### config.mk
export PLATFORM = sky130hd
export DESIGN_NAME = motor_restart_speed_search
export DESIGN_NICKNAME = d
export VERILOG_FILES = /design/src/common/restart_pkg.sv /design/src/hw/motor_restart_speed_search.sv /design/src/hw/tick_timer.sv /design/src/hw/freq_ramp.sv
export SDC_FILE = /design/constraint.sdc
export NUM_CORES = 2
export LEC_CHECK = 0
export ABC_CLOCK_PERIOD_IN_PS = 5600
export BUFFER_PORTS_ARGS = -buffer_cell sky130_fd_sc_hd__buf_2
export CAP_MARGIN = 10
export CORE_MARGIN = 1
export CORE_UTILIZATION = 53
export DETAILED_ROUTE_END_ITERATION = 10
export GPL_TIMING_DRIVEN = 1
export PLACE_DENSITY_LB_ADDON = 0.08
export SYNTH_ARGS = -nofsm -noshare
export SYNTH_HDL_FRONTEND = slang
export SYNTH_HIERARCHICAL = 1
export SYNTH_SLANG_ARGS = --single-unit
### constraint.sdc
create_clock -name clk -period 5.6 [get_ports clk]
set_input_delay 1.12 -clock clk [delete_from_list [all_inputs] [get_ports clk]]
set_output_delay 1.12 -clock clk [all_outputs]
set_load 0.02 [all_outputs]
### src/common/restart_pkg.sv
`default_nettype none
package restart_pkg;
	// frequencies in 0.01 Hz, times in 0.01 s ticks unless noted
	localparam int unsigned CLK_HZ = 25000000;
	localparam int unsigned TICK_MS = 10;
	localparam int unsigned TICK_CYCLES = CLK_HZ / 1000 * TICK_MS;
	localparam logic [15:0] DC_RAMP_RATE_RST = 16'h1388; // 50.00 %
	localparam logic [15:0] DC_RAMP_RATE_MIN = 16'h0001;
	localparam logic [15:0] DC_RAMP_RATE_MAX = 16'h7530;
	localparam logic [1:0] PWR_RESTART_RST = 2'h0;
	localparam logic [1:0] PWR_RESTART_OFF = 2'h0;
	localparam logic [1:0] PWR_RESTART_CMD = 2'h1;
	localparam logic [1:0] PWR_RESTART_MIN = 2'h2;
	localparam logic [15:0] LOSS_LIMIT_RST = 16'h00c8; // 2.0 s
	localparam logic [15:0] BLOCK_TIME_RST = 16'h0032; // 0.5 s
	localparam logic [15:0] TIME_01S_MIN = 16'h000a;
	localparam logic [15:0] TIME_50S_MAX = 16'h01f4;
	localparam logic [7:0] SEARCH_CUR_RST = 8'h78; // 120 %
	localparam logic [15:0] SEARCH_DEC_RST = 16'h012c; // 3.00 s
	localparam logic [3:0] RETRY_MAX = 4'ha;
	localparam int unsigned RETRY_WINDOW_TICKS = 60000; // 10 minutes
	localparam logic [15:0] GAP_FREQ_RST = 16'h0258; // 6.00 Hz
	localparam logic [2:0] SS_OFF = 3'h0;
	localparam logic [2:0] SS_CMD = 3'h1;
	localparam logic [2:0] SS_FWD = 3'h2;
	localparam logic [2:0] SS_REV = 3'h3;
	localparam logic [2:0] SS_FWD_REV = 3'h4;
	localparam logic [2:0] SS_REV_FWD = 3'h5;
	typedef enum logic [2:0] {ST_IDLE, ST_DCB, ST_RUN, ST_LOSS, ST_BLOCK, ST_SEARCH, ST_DWELL}
		seq_state_t;
endpackage : restart_pkg
`default_nettype wire

### src/hw/motor_restart_speed_search.sv
`default_nettype none
// How it works
// - after run, inject DC until output frequency reaches the start braking point
// - DC voltage ramps upward at programmable rate, 0.01 to 300.00 percent
// - power-loss restart selector: 0 off, 1 from command, 2 from minimum
// - resume if supply loss shorter than limit, else switch output off
// - ride-through active only in undervoltage indicated state
// - after supply loss hold output off for base-block interval
// - same base-block wait after external block and after fault reset
// - speed search only while current exceeds threshold, else normal ramp
// - during search voltage follows the volts-per-hertz curve
// - command-frequency search decelerates with its own programmable time
// - auto deceleration suppressed while searching
// - restart after current, ground or voltage trip, search from maximum frequency
// - budget drops one per fault, restored after 10 minutes fault-free
// - search type 0 off, 1 command, 2 fwd, 3 rev, 4 fwd-rev, 5 rev-fwd
// - types 2 and 4 start from the forward search frequency, types 3 and 5 from the reverse one
// - ramp pauses at gap frequency for dwell time on accel and decel
module motor_restart_speed_search #(
	parameter int unsigned TICK_CYCLES = restart_pkg::TICK_CYCLES,
	parameter int unsigned RETRY_WINDOW_TICKS = restart_pkg::RETRY_WINDOW_TICKS
) (
	input wire logic clk,
	input wire logic rst,
	input wire logic ce,
	input wire logic run_req,
	input wire logic [15:0] freq_cmd,
	input wire logic [15:0] freq_min,
	input wire logic [15:0] freq_max,
	input wire logic [15:0] dcb_start_freq,
	input wire logic [15:0] dc_ramp_rate,
	input wire logic [1:0] pwr_restart_sel,
	input wire logic [15:0] loss_limit,
	input wire logic [15:0] block_time,
	input wire logic [7:0] search_cur_level,
	input wire logic [7:0] out_current_pct,
	input wire logic [15:0] search_dec_step,
	input wire logic [15:0] accel_step,
	input wire logic [3:0] retry_count_cfg,
	input wire logic [2:0] search_type,
	input wire logic [15:0] search_freq_fwd,
	input wire logic [15:0] search_freq_rev,
	input wire logic [15:0] gap_acc_time,
	input wire logic [15:0] gap_acc_freq,
	input wire logic [15:0] gap_dec_time,
	input wire logic [15:0] gap_dec_freq,
	input wire logic [15:0] vf_volts_per_hz,
	input wire logic undervoltage_indication,
	input wire logic ext_block,
	input wire logic fault_reset,
	input wire logic excess_current_trip,
	input wire logic excess_voltage_trip,
	input wire logic ground_leak_trip,
	output logic output_on,
	output logic dc_inject,
	output logic [16:0] dc_level,
	output logic [15:0] out_freq,
	output logic [31:0] out_volt,
	output logic reverse,
	output logic searching,
	output logic auto_dec_inhibit,
	output logic [3:0] retry_left,
	output logic tripped_off
);
	// ==============================
	// tick and state
	// ==============================
	logic [24:0] pre_r;
	logic tick_r;
	restart_pkg::seq_state_t st_r, st_nxt;
	logic [3:0] retry_r;
	logic off_r, rev_r, dcb_r, on_r, ss_r, inh_r;
	logic [16:0] dcl_r;
	logic [31:0] volt_r;
	logic [15:0] fr_r;
	logic [15:0] freq;
	logic [15:0] prev_freq_r;
	logic [15:0] target;
	logic [15:0] step;
	logic load;
	logic [15:0] load_val;
	logic hold;
	logic trip_any;
	logic search_ok;
	logic loss_done, block_done, dwell_done, window_done;
	logic dwell_hit_acc, dwell_hit_dec;
	logic [3:0] retry_cfg_lim;
	logic [15:0] dwell_time_r;
	logic [15:0] search_start;
	logic retry_trip;
	logic block_req;

	always_ff @(posedge clk or posedge rst) begin
		if (rst) begin
			pre_r <= '0;
			tick_r <= 1'b0;
		end else if (ce) begin
			tick_r <= (pre_r == 25'(TICK_CYCLES - 1));
			pre_r <= (pre_r == 25'(TICK_CYCLES - 1)) ? '0 : pre_r + 1'b1;
		end
	end

	// ==============================
	// decode
	// ==============================
	assign trip_any = excess_current_trip | excess_voltage_trip | ground_leak_trip;
	assign retry_trip = trip_any && (retry_r != 4'h0) && (st_r != restart_pkg::ST_IDLE);
	assign block_req = ext_block | fault_reset;
	// settings above ten are clamped, so a bad setting cannot inflate the budget
	assign retry_cfg_lim = (retry_count_cfg > restart_pkg::RETRY_MAX) ? restart_pkg::RETRY_MAX
		: retry_count_cfg;
	assign search_ok = (search_type != restart_pkg::SS_OFF)
		&& (out_current_pct > search_cur_level);
	// forward-first modes start at the forward point, reverse ones at reverse
	assign search_start = (search_type == restart_pkg::SS_REV
		|| search_type == restart_pkg::SS_REV_FWD) ? search_freq_rev
		: (search_type == restart_pkg::SS_CMD) ? freq_cmd : search_freq_fwd;
	// a zero dwell time never arms the pause
	assign dwell_hit_acc = (gap_acc_time != 16'h0000) && prev_freq_r < gap_acc_freq
		&& freq >= gap_acc_freq;
	assign dwell_hit_dec = (gap_dec_time != 16'h0000) && prev_freq_r > gap_dec_freq
		&& freq <= gap_dec_freq;

	// ==============================
	// timers
	// ==============================
	tick_timer #(.W(16)) u_loss (.clk(clk), .rst(rst), .ce(ce), .tick(tick_r),
		.run(st_r == restart_pkg::ST_LOSS), .limit(loss_limit), .done(loss_done));
	tick_timer #(.W(16)) u_block (.clk(clk), .rst(rst), .ce(ce), .tick(tick_r),
		.run(st_r == restart_pkg::ST_BLOCK), .limit(block_time), .done(block_done));
	tick_timer #(.W(16)) u_dwell (.clk(clk), .rst(rst), .ce(ce), .tick(tick_r),
		.run(st_r == restart_pkg::ST_DWELL), .limit(dwell_time_r), .done(dwell_done));
	tick_timer #(.W(20)) u_win (.clk(clk), .rst(rst), .ce(ce), .tick(tick_r),
		.run(retry_r != retry_cfg_lim && !trip_any),
		.limit(20'(RETRY_WINDOW_TICKS)), .done(window_done));

	// ==============================
	// ramp control
	// ==============================
	always_comb begin
		target = freq_cmd;
		step = accel_step;
		load = 1'b0;
		load_val = 16'h0000;
		hold = 1'b0;
		case (st_r)
			restart_pkg::ST_IDLE: begin
				target = 16'h0000;
				load = 1'b1; // output is off, so a new start begins from standstill
			end
			restart_pkg::ST_DCB: begin
				target = dcb_start_freq;
			end
			restart_pkg::ST_SEARCH: begin
				step = search_dec_step;
				target = freq_min;
			end
			restart_pkg::ST_LOSS, restart_pkg::ST_BLOCK, restart_pkg::ST_DWELL: begin
				hold = 1'b1;
			end
			default: begin
			end
		endcase
		if (st_r == restart_pkg::ST_BLOCK && block_done) begin
			load = 1'b1;
			if (retry_r != retry_cfg_lim && search_ok)
				load_val = freq_max;
			else if (pwr_restart_sel == restart_pkg::PWR_RESTART_MIN)
				load_val = freq_min;
			else if (search_ok)
				load_val = search_start;
			else
				load_val = freq_min;
		end
	end

	freq_ramp u_ramp (.clk(clk), .rst(rst), .ce(ce), .tick(tick_r), .load(load),
		.load_val(load_val), .hold(hold), .target(target), .step(step), .freq(freq));

	// ==============================
	// sequencer
	// ==============================
	always_comb begin
		st_nxt = st_r;
		case (st_r)
			restart_pkg::ST_IDLE:
				if (run_req && !off_r)
					st_nxt = restart_pkg::ST_DCB;
			restart_pkg::ST_DCB:
				if (!run_req)
					st_nxt = restart_pkg::ST_IDLE;
				else if (freq >= dcb_start_freq)
					st_nxt = restart_pkg::ST_RUN;
			restart_pkg::ST_RUN, restart_pkg::ST_DWELL, restart_pkg::ST_SEARCH: begin
				if (st_r == restart_pkg::ST_DWELL && dwell_done)
					st_nxt = restart_pkg::ST_RUN;
				else if (st_r == restart_pkg::ST_SEARCH && (freq <= freq_min || !search_ok))
					st_nxt = restart_pkg::ST_RUN;
				else if (st_r == restart_pkg::ST_RUN && (dwell_hit_acc || dwell_hit_dec))
					st_nxt = restart_pkg::ST_DWELL;
				if (!run_req)
					st_nxt = restart_pkg::ST_IDLE;
				else if (undervoltage_indication
					&& pwr_restart_sel != restart_pkg::PWR_RESTART_OFF)
					st_nxt = restart_pkg::ST_LOSS;
				else if (retry_trip || block_req)
					st_nxt = restart_pkg::ST_BLOCK;
				else if (trip_any)
					st_nxt = restart_pkg::ST_IDLE;
			end
			restart_pkg::ST_LOSS:
				if (loss_done)
					st_nxt = restart_pkg::ST_IDLE;
				else if (!undervoltage_indication)
					st_nxt = restart_pkg::ST_BLOCK;
			restart_pkg::ST_BLOCK:
				if (!run_req)
					st_nxt = restart_pkg::ST_IDLE;
				else if (block_done && !block_req)
					st_nxt = (search_ok) ? restart_pkg::ST_SEARCH
						: restart_pkg::ST_RUN;
			default:
				st_nxt = restart_pkg::ST_IDLE;
		endcase
	end

	always_ff @(posedge clk or posedge rst) begin
		if (rst) begin
			st_r <= restart_pkg::ST_IDLE;
			off_r <= 1'b0;
			prev_freq_r <= 16'h0000;
			dwell_time_r <= 16'h0000;
		end else if (ce) begin
			st_r <= st_nxt;
			prev_freq_r <= freq;
			// latched until the run request drops, so a stopped drive never restarts itself
			if (st_nxt == restart_pkg::ST_IDLE && st_r != restart_pkg::ST_IDLE
				&& run_req)
				off_r <= 1'b1;
			else if (!run_req)
				off_r <= 1'b0;
			if (dwell_hit_acc)
				dwell_time_r <= gap_acc_time;
			else if (dwell_hit_dec)
				dwell_time_r <= gap_dec_time;
		end
	end

	// ==============================
	// retry budget
	// ==============================
	always_ff @(posedge clk or posedge rst) begin
		if (rst)
			retry_r <= 4'h0;
		else if (ce) begin
			if (st_r == restart_pkg::ST_IDLE && !run_req)
				retry_r <= retry_cfg_lim;
			else if (retry_trip && (st_r == restart_pkg::ST_RUN || st_r ==
				restart_pkg::ST_SEARCH || st_r == restart_pkg::ST_DWELL))
				retry_r <= retry_r - 1'b1;
			else if (window_done)
				retry_r <= retry_cfg_lim;
		end
	end

	// ==============================
	// outputs
	// ==============================
	always_ff @(posedge clk or posedge rst) begin
		if (rst) begin
			on_r <= 1'b0;
			dcb_r <= 1'b0;
			dcl_r <= '0;
			volt_r <= '0;
			fr_r <= 16'h0000;
			rev_r <= 1'b0;
			ss_r <= 1'b0;
			inh_r <= 1'b0;
		end else if (ce) begin
			on_r <= (st_r == restart_pkg::ST_DCB || st_r == restart_pkg::ST_RUN
				|| st_r == restart_pkg::ST_SEARCH || st_r == restart_pkg::ST_DWELL);
			dcb_r <= (st_r == restart_pkg::ST_DCB);
			if (st_r != restart_pkg::ST_DCB)
				dcl_r <= '0;
			else if (tick_r && dcl_r < 17'h186a0)
				dcl_r <= dcl_r + {1'b0, dc_ramp_rate};
			volt_r <= freq * vf_volts_per_hz;
			fr_r <= freq;
			rev_r <= (search_type == restart_pkg::SS_REV
				|| search_type == restart_pkg::SS_REV_FWD);
			ss_r <= (st_r == restart_pkg::ST_SEARCH);
			inh_r <= (st_r == restart_pkg::ST_SEARCH);
		end
	end

	assign output_on = on_r;
	assign dc_inject = dcb_r;
	assign dc_level = dcl_r;
	assign out_freq = fr_r;
	assign out_volt = volt_r;
	assign reverse = rev_r;
	assign searching = ss_r;
	assign auto_dec_inhibit = inh_r;
	assign retry_left = retry_r;
	assign tripped_off = off_r;

	// ==============================
	// checks
	// ==============================
	a_dc_until_point: assert property (@(posedge clk) disable iff (rst)
		ce && st_r == restart_pkg::ST_DCB && run_req && freq < dcb_start_freq
		|=> st_r == restart_pkg::ST_DCB) else $error("dc injection ended early");
	a_loss_turns_off: assert property (@(posedge clk) disable iff (rst)
		ce && st_r == restart_pkg::ST_LOSS && loss_done
		|=> st_r == restart_pkg::ST_IDLE && off_r) else $error("long loss kept output");
	a_loss_needs_uv: assert property (@(posedge clk) disable iff (rst)
		ce && st_r == restart_pkg::ST_RUN && !undervoltage_indication && run_req
		|=> st_r != restart_pkg::ST_LOSS) else $error("ride-through without undervoltage");
	a_block_holds_off: assert property (@(posedge clk) disable iff (rst)
		ce && st_r == restart_pkg::ST_BLOCK ##1 ce && st_r == restart_pkg::ST_BLOCK
		|-> !output_on) else $error("output on during base block");
	a_search_needs_cur: assert property (@(posedge clk) disable iff (rst)
		ce && st_r == restart_pkg::ST_BLOCK && st_nxt == restart_pkg::ST_SEARCH
		|-> out_current_pct > search_cur_level) else $error("search below current");
	a_inhibit_search: assert property (@(posedge clk) disable iff (rst)
		ce && st_r == restart_pkg::ST_SEARCH |=> auto_dec_inhibit)
		else $error("auto decel not inhibited");
	a_retry_step: assert property (@(posedge clk) disable iff (rst)
		ce && retry_trip && st_r == restart_pkg::ST_RUN && !(!run_req)
		|=> retry_r == $past(retry_r) - 4'h1) else $error("retry budget not decremented");
	a_zero_dwell: assert property (@(posedge clk) disable iff (rst)
		ce && st_r == restart_pkg::ST_RUN && gap_acc_time == 16'h0000
		&& gap_dec_time == 16'h0000 |=> st_r != restart_pkg::ST_DWELL)
		else $error("dwell with zero time");
	a_off_latched: assert property (@(posedge clk) disable iff (rst)
		ce && st_r == restart_pkg::ST_IDLE && off_r && run_req
		|=> st_r == restart_pkg::ST_IDLE) else $error("restart after switch-off");
	a_search_low_cur: assert property (@(posedge clk) disable iff (rst)
		ce && st_r == restart_pkg::ST_SEARCH && !search_ok && run_req
		&& !undervoltage_indication && !trip_any && !block_req
		|=> st_r == restart_pkg::ST_RUN) else $error("search kept below current");
endmodule : motor_restart_speed_search
`default_nettype wire

### src/hw/tick_timer.sv
`default_nettype none
// counts ticks of 10 ms while run is high; done when count reaches limit
module tick_timer #(
	parameter int unsigned W = 20
) (
	input wire logic clk,
	input wire logic rst,
	input wire logic ce,
	input wire logic tick,
	input wire logic run,
	input wire logic [W-1:0] limit,
	output logic done
);
	logic [W-1:0] cnt_r;
	assign done = run && (cnt_r >= limit);
	always_ff @(posedge clk or posedge rst) begin
		if (rst)
			cnt_r <= '0;
		else if (ce) begin
			if (!run)
				cnt_r <= '0;
			else if (tick && !done)
				cnt_r <= cnt_r + 1'b1;
		end
	end
endmodule : tick_timer
`default_nettype wire

### src/hw/freq_ramp.sv
`default_nettype none
// output frequency ramp: steps toward target by step each tick, holds when hold
module freq_ramp (
	input wire logic clk,
	input wire logic rst,
	input wire logic ce,
	input wire logic tick,
	input wire logic load,
	input wire logic [15:0] load_val,
	input wire logic hold,
	input wire logic [15:0] target,
	input wire logic [15:0] step,
	output logic [15:0] freq
);
	logic [15:0] freq_r;
	logic [16:0] up;
	logic [15:0] dn;
	assign freq = freq_r;
	assign up = {1'b0, freq_r} + {1'b0, step};
	assign dn = (freq_r > step) ? freq_r - step : 16'h0000;
	always_ff @(posedge clk or posedge rst) begin
		if (rst)
			freq_r <= 16'h0000;
		else if (ce) begin
			if (load)
				freq_r <= load_val;
			else if (tick && !hold) begin
				if (freq_r < target)
					freq_r <= (up[15:0] > target || up[16]) ? target : up[15:0];
				else if (freq_r > target)
					freq_r <= (dn < target) ? target : dn;
			end
		end
	end
endmodule : freq_ramp
`default_nettype wire

Yosys cells after proc, flatten, opt, wreduce, memory -nomap -nowiden
Cells that the tools add are included.
W data, S select, Z words.
- bits in registers: 203
- input port bits: 291
- word-level logic and storage cells: 194
- add/sub/neg operators: 9
- $mul: 1
- $lt $le $gt $ge: 18
- equal/unequal tests: 18
- multiplexer cells: 53
- bitwise gates (word level): 3
- reductions and logical operators: 74
- operators by type and width (kind ; count):
    $mux W16 ; 22
    $ge A16 B16 Y1 ; 5
    $gt A16 B16 Y1 ; 4
    $add A16 B1 Y16 const B ; 3
    $lt A16 B16 Y1 ; 3
    $pmux W16 S3 ; 1
    $mux W3 ; 15
    $mux W20 ; 2
    $mux W17 ; 2
    $le A16 B16 Y1 ; 2
    $mul A16 B16 Y32 ; 1
    $reduce_bool A16 Y1 ; 2
    $logic_and A1 B1 Y1 ; 30
    $add A25 B1 Y25 const B ; 1
    $eq A25 B18 Y1 const B ; 1
    $mux W25 ; 1
    $add A20 B1 Y20 const B ; 1
    $ge A20 B16 Y1 const B ; 1
    $add A16 B16 Y17 ; 1
    $add A17 B16 Y17 ; 1
    $lt A17 B17 Y1 const B ; 1
    $mux W4 ; 4
    $reduce_and A2 Y1 ; 8
    $sub A16 B16 Y16 ; 1
    other kinds (22) ; 63

Depth between registers and ports, before layout
- depth after elaboration: 18
- depth in mapped cells: 26
- mapped depth without buffers: 22

Cells and area by module
The synthesis kept the hierarchy.
- modules (own cells, without submodules) (module ; instances ; cells an instance ; area an instance (µm²)):
    motor_restart_speed_search ; 1 ; 2114 ; 18387.6
    tick_timer (u_block ...) ; 3 ; 174 ; 1458.9
    freq_ramp ; 1 ; 515 ; 4037.6
    tick_timer (u_win) ; 1 ; 246 ; 1973.1

Worst setup path before layout
No wires, ideal clock.
- kind: input to register
- from: input port vf_volts_per_hz[15]
- to: register volt_r[24] (netlist: out_volt[24])
- library setup time: 0.125 ns
- arrival time: 6.654 ns
- path slack: -1.178 ns
- stages on the path: 22
- path through: clkbuf_1 > nand2_1 > fa_1 > inv_1 > fa_1 > inv_1 > fa_1 > inv_1 > fa_1 > inv_1 > fa_1 > inv_1 > fa_1 > ha_1 > a21oi_1 > o2111ai_1 > a21o_1 > and3_1 > a211oi_1 > o21ai_1 > xor2_1 > mux2_2
- cells in the longest elaborated chain, start to end: 1
- ends and longest elaborated chain (item ; RTL line ; RTL):
    start, declared ; motor_restart_speed_search.sv:47 ; input wire logic [15:0] vf_volts_per_hz,
    $mul A16 B16 Y32 ; motor_restart_speed_search.sv:287 ; volt_r <= freq * vf_volts_per_hz;
    end signal, assigned ; motor_restart_speed_search.sv:287 ;
    end, declared ; motor_restart_speed_search.sv:74 ; logic [31:0] volt_r;
No other way between the ends.
A chain may end at the register's enable or synchronous reset.

Worst setup path in the final report
- from: input port vf_volts_per_hz[4]
- to: register volt_r[23] (netlist: out_volt[23])
Same word-level chain as after synthesis.

==> summary.txt <==
Synth
  – Syn. warnings: 6
  – Post-synthesis register bit count: roughly 200
  – Post-synth top flop: dfrtp_1
  – Post-synth EDFFs: 0
  – Synth area leaders: dfrtp_1 (18%), ha_1 (16%), fa_1 (14%)
  – Yosys top cell by area: dfrtp_1
  – Yosys top cell area share: 0.1765
  – Sequential fraction of the synthesis area: 0.1765
  – Synth Cell Area: between 20,000 and 30,000 sq um
  – Netlist cell types: approximately 110
  – Post-synthesis area per instance: about 8.5 sq um
  – Synth Instances: 3,397
  – Ys async rst share: 1.000

Global routing
  – Largest net degree at the start of global routing: a little under 90
  – Number of global-route vias before repair: between 20,000 and 30,000
  – Initial antenna violation count: 9
  – First-pass GRT wire length: about 150,000 um
  – GR Overflow Total: 0
  – GRT Overall Usage: 0.3375

Timing
  – Tmin final: ~6000 ps
  – Slew Viols, Final: 0
  – Relative slew slack: 0.2772
  – Final setup TNS: -2921 ps
  – Highest attainable clock frequency: ~0.17 GHz
  – Final setup margin: -282.6 ps
  – Worst slew pin tran: roughly 1100 ps
  – Setup Skew: 43.88 ps
  – Fin crit share: 1.050
  – Hold Fails Final Rpt: 0
  – RSZ-0062 raised after global routing: true
  – # setup viols final: 15

Final layout
  – Layout cell share with drive strength beyond 1: 0.2452
  – Layout Nets: a little under 5,000
  – Most frequent cells in the layout: inv_1 (468), ha_1 (359), buf_2 (349), nand2_1 (309), buf_4 (245)
  – Leading cell type in the layout, fill and taps excluded: inv_1
  – Synthesis-to-layout area growth: 21.80%

Setup path
  – Worst-path fanout max: 7
  – Critical path class: in -> reg
  – Buf/Inv on CP: 8
  – CP cell instances: buf_12, buf_12, buf_6, nand2_4, fa_1, inv_1, fa_1, fa_2, fa_1, inv_1, fa_1, inv_2, fa_1, ha_4, and2_4, o221a_1, o21ai_4, o21ai_4, buf_4, buf_6, o21ai_2, nor2b_2, xnor2_1, mux2_4
  – CP Data Arrival Time: ~6400 ps
  – CP dominant cell by count: fa_1
  – CP required: 6080 ps
  – Startpoint Class: input port
  – Slowest-stage cell, CP: fa_1
  – Cell family with most CP delay: adder cells
  – Worst path max stage delay: about 540 ps
  – Worst Setup End Kind: flip-flop

Drt
  – Detailed Route Iter0 Violations: 2,252
  – Vias per cell: 5.964
  – Remaining DRCs: 0
  – Via count: 27,800
  – Antenna viol nets, final: 0
  – DRT Pass-1 Iters: 8
  – DR WL/cell: approximately 20 um
  – Final wirelength: approximately 94,000 um

CTS
  – CTS buffer count: 27
  – Clk Latency, worst-skew pair: around 600 ps
  – Root Buffer: clkbuf_16
  – Clk pin slew, worst setup/hold paths: 50 ps
  – # clock sinks: around 200
  – CTS tree: yes
  – Clk buf depth: 3
  – Htree depth: 1

Run
  – Max-cap violations: 0

Floorplanning
  – Die H: approximately 240 um
  – I/O pin count: 366
  – Area of the core: roughly 54,000 sq um
  – Die ar.: 55,230 sq um
  – Cell row count: 85
  – Initial Util: 0.5358
  – Die W: approximately 240 um

Place
  – Post-DP HPWL: about 75,000 um
  – PortBufs: approximately 370
  – Routability cong.: just under 1

Status
  – Status: finished with violations
  – Failing checks: setup timing

Hold path
  – Min-delay worst type: reg -> reg
stage by stage:
stage	util	hold WS (ps)	area [sq um]	cells	setup slack, ps
6_report	0.6526	487.2	35050	4661	-282.6
5_1_grt	0.6526	503.6	35050	4661	-479.9
4_1_cts	0.6448	485.0	34630	4645	-227.1
3_5_place_dp	0.6185	473.0	33220	4583	-1149
3_3_place_gp	0.6185	471.5	33220	4583	-1087
2_1_floorplan	-	446.8	29340	3415	-665.3
cell usage after synthesis, drive strengths merged (17+ instances only):
master	count
and3	35
ha	376
nand4	76
clkbuf	97
xor2	26
nor2	145
and2	119
and4	18
a221oi	18
buf	43
nand2	338
xnor2	61
fa	197
inv	490
a211oi	64
a31oi	29
nand3	109
a21o	33
o22ai	48
nor3	60
a21oi	157
mux2	84
nor2b	36
o21ai	122
o21a	17
nand2b	52
dfrtp	203
o211ai	62
or4	40
layout make-up:
| class | count | area, sq um |
|---|---|---|
| repair buffers | 635 | 4264 |
| well taps | 696 | 870.8 |
| flip-flops and latches | 203 | 5087 |
| clock buffers | 40 | 794.5 |
| clock inverters | 10 | 105.1 |
| inverters | 492 | 1852 |
| multi-input cells | 2580 | 22060 |
| fillers | 4588 | 18660 |
| diodes | 5 | 12.51 |
layer usage:
metal  wire length (um)  GRT usage  vias up  part of all wire
met5                 40          0        -           0.00043
met4               3389     0.1148        6             0.036
met2              44520     0.5660     1044              0.48
met3               6288    0.04500      196             0.067
li1                   -          -    12980                 -
met1              39310     0.4477    13570              0.42
state kept, by name, summed over array words and instances, names as in the netlist:
register,count
out_volt,32
pre_r,25
output_on,1
u_win/cnt_r,20
out_freq,16
tripped_off,1
dc_level,17
tick_r,1
reverse,1
u_loss/cnt_r,16
u_ramp/freq,16
dwell_time_r,16
st_r,3
dc_inject,1
auto_dec_inhibit,1
retry_left,4
u_block/cnt_r,16
u_dwell/cnt_r,16
path summary, 6_finish.rpt:
path | from | end | slack (ps) | depth (start not counted)
min in group asynchronous | rst | u_dwell/cnt_r[10] | 780 | 2
hold reg to reg | pre_r[24] | pre_r[24] | 490 | 1
setup reg to reg | u_ramp/freq[13] | out_volt[23] | -220 | 21
setup / recovery | vf_volts_per_hz[4] | out_volt[23] | -280 | 24
max in group asynchronous | rst | out_volt[11] | 3720 | 3
hold / removal | pre_r[24] | pre_r[24] | 490 | 1
repair_timing:
| action | 4_1_cts | 5_1_grt |
|---|---|---|
| setup endpoints to repair | 20 | 38 |
| endpoints found under the hold margin | 0 | 0 |
| hold buffers | 0 | 0 |
| buffers inserted | 11 | 12 |
| gates cloned | 1 | 1 |
| pin swaps | 56 | 64 |
| gates resized for setup | 100 | 78 |
kinds of logic after synthesis:
kind of cell | count (synthesis) | share of synthesized area
buf+inv | 632 | 0.08679
mux | 89 | 0.03461
flops | 203 | 0.1765
compound gates | 716 | 0.1755
simple gates | 1095 | 0.1993
fa+ha+maj | 573 | 0.3005
other cells | 2 | 0.0002610
xor+xnor | 87 | 0.02648
Power is not shown: default switching activity piles up to over one toggle a cycle in this logic, so the estimate is an artifact.
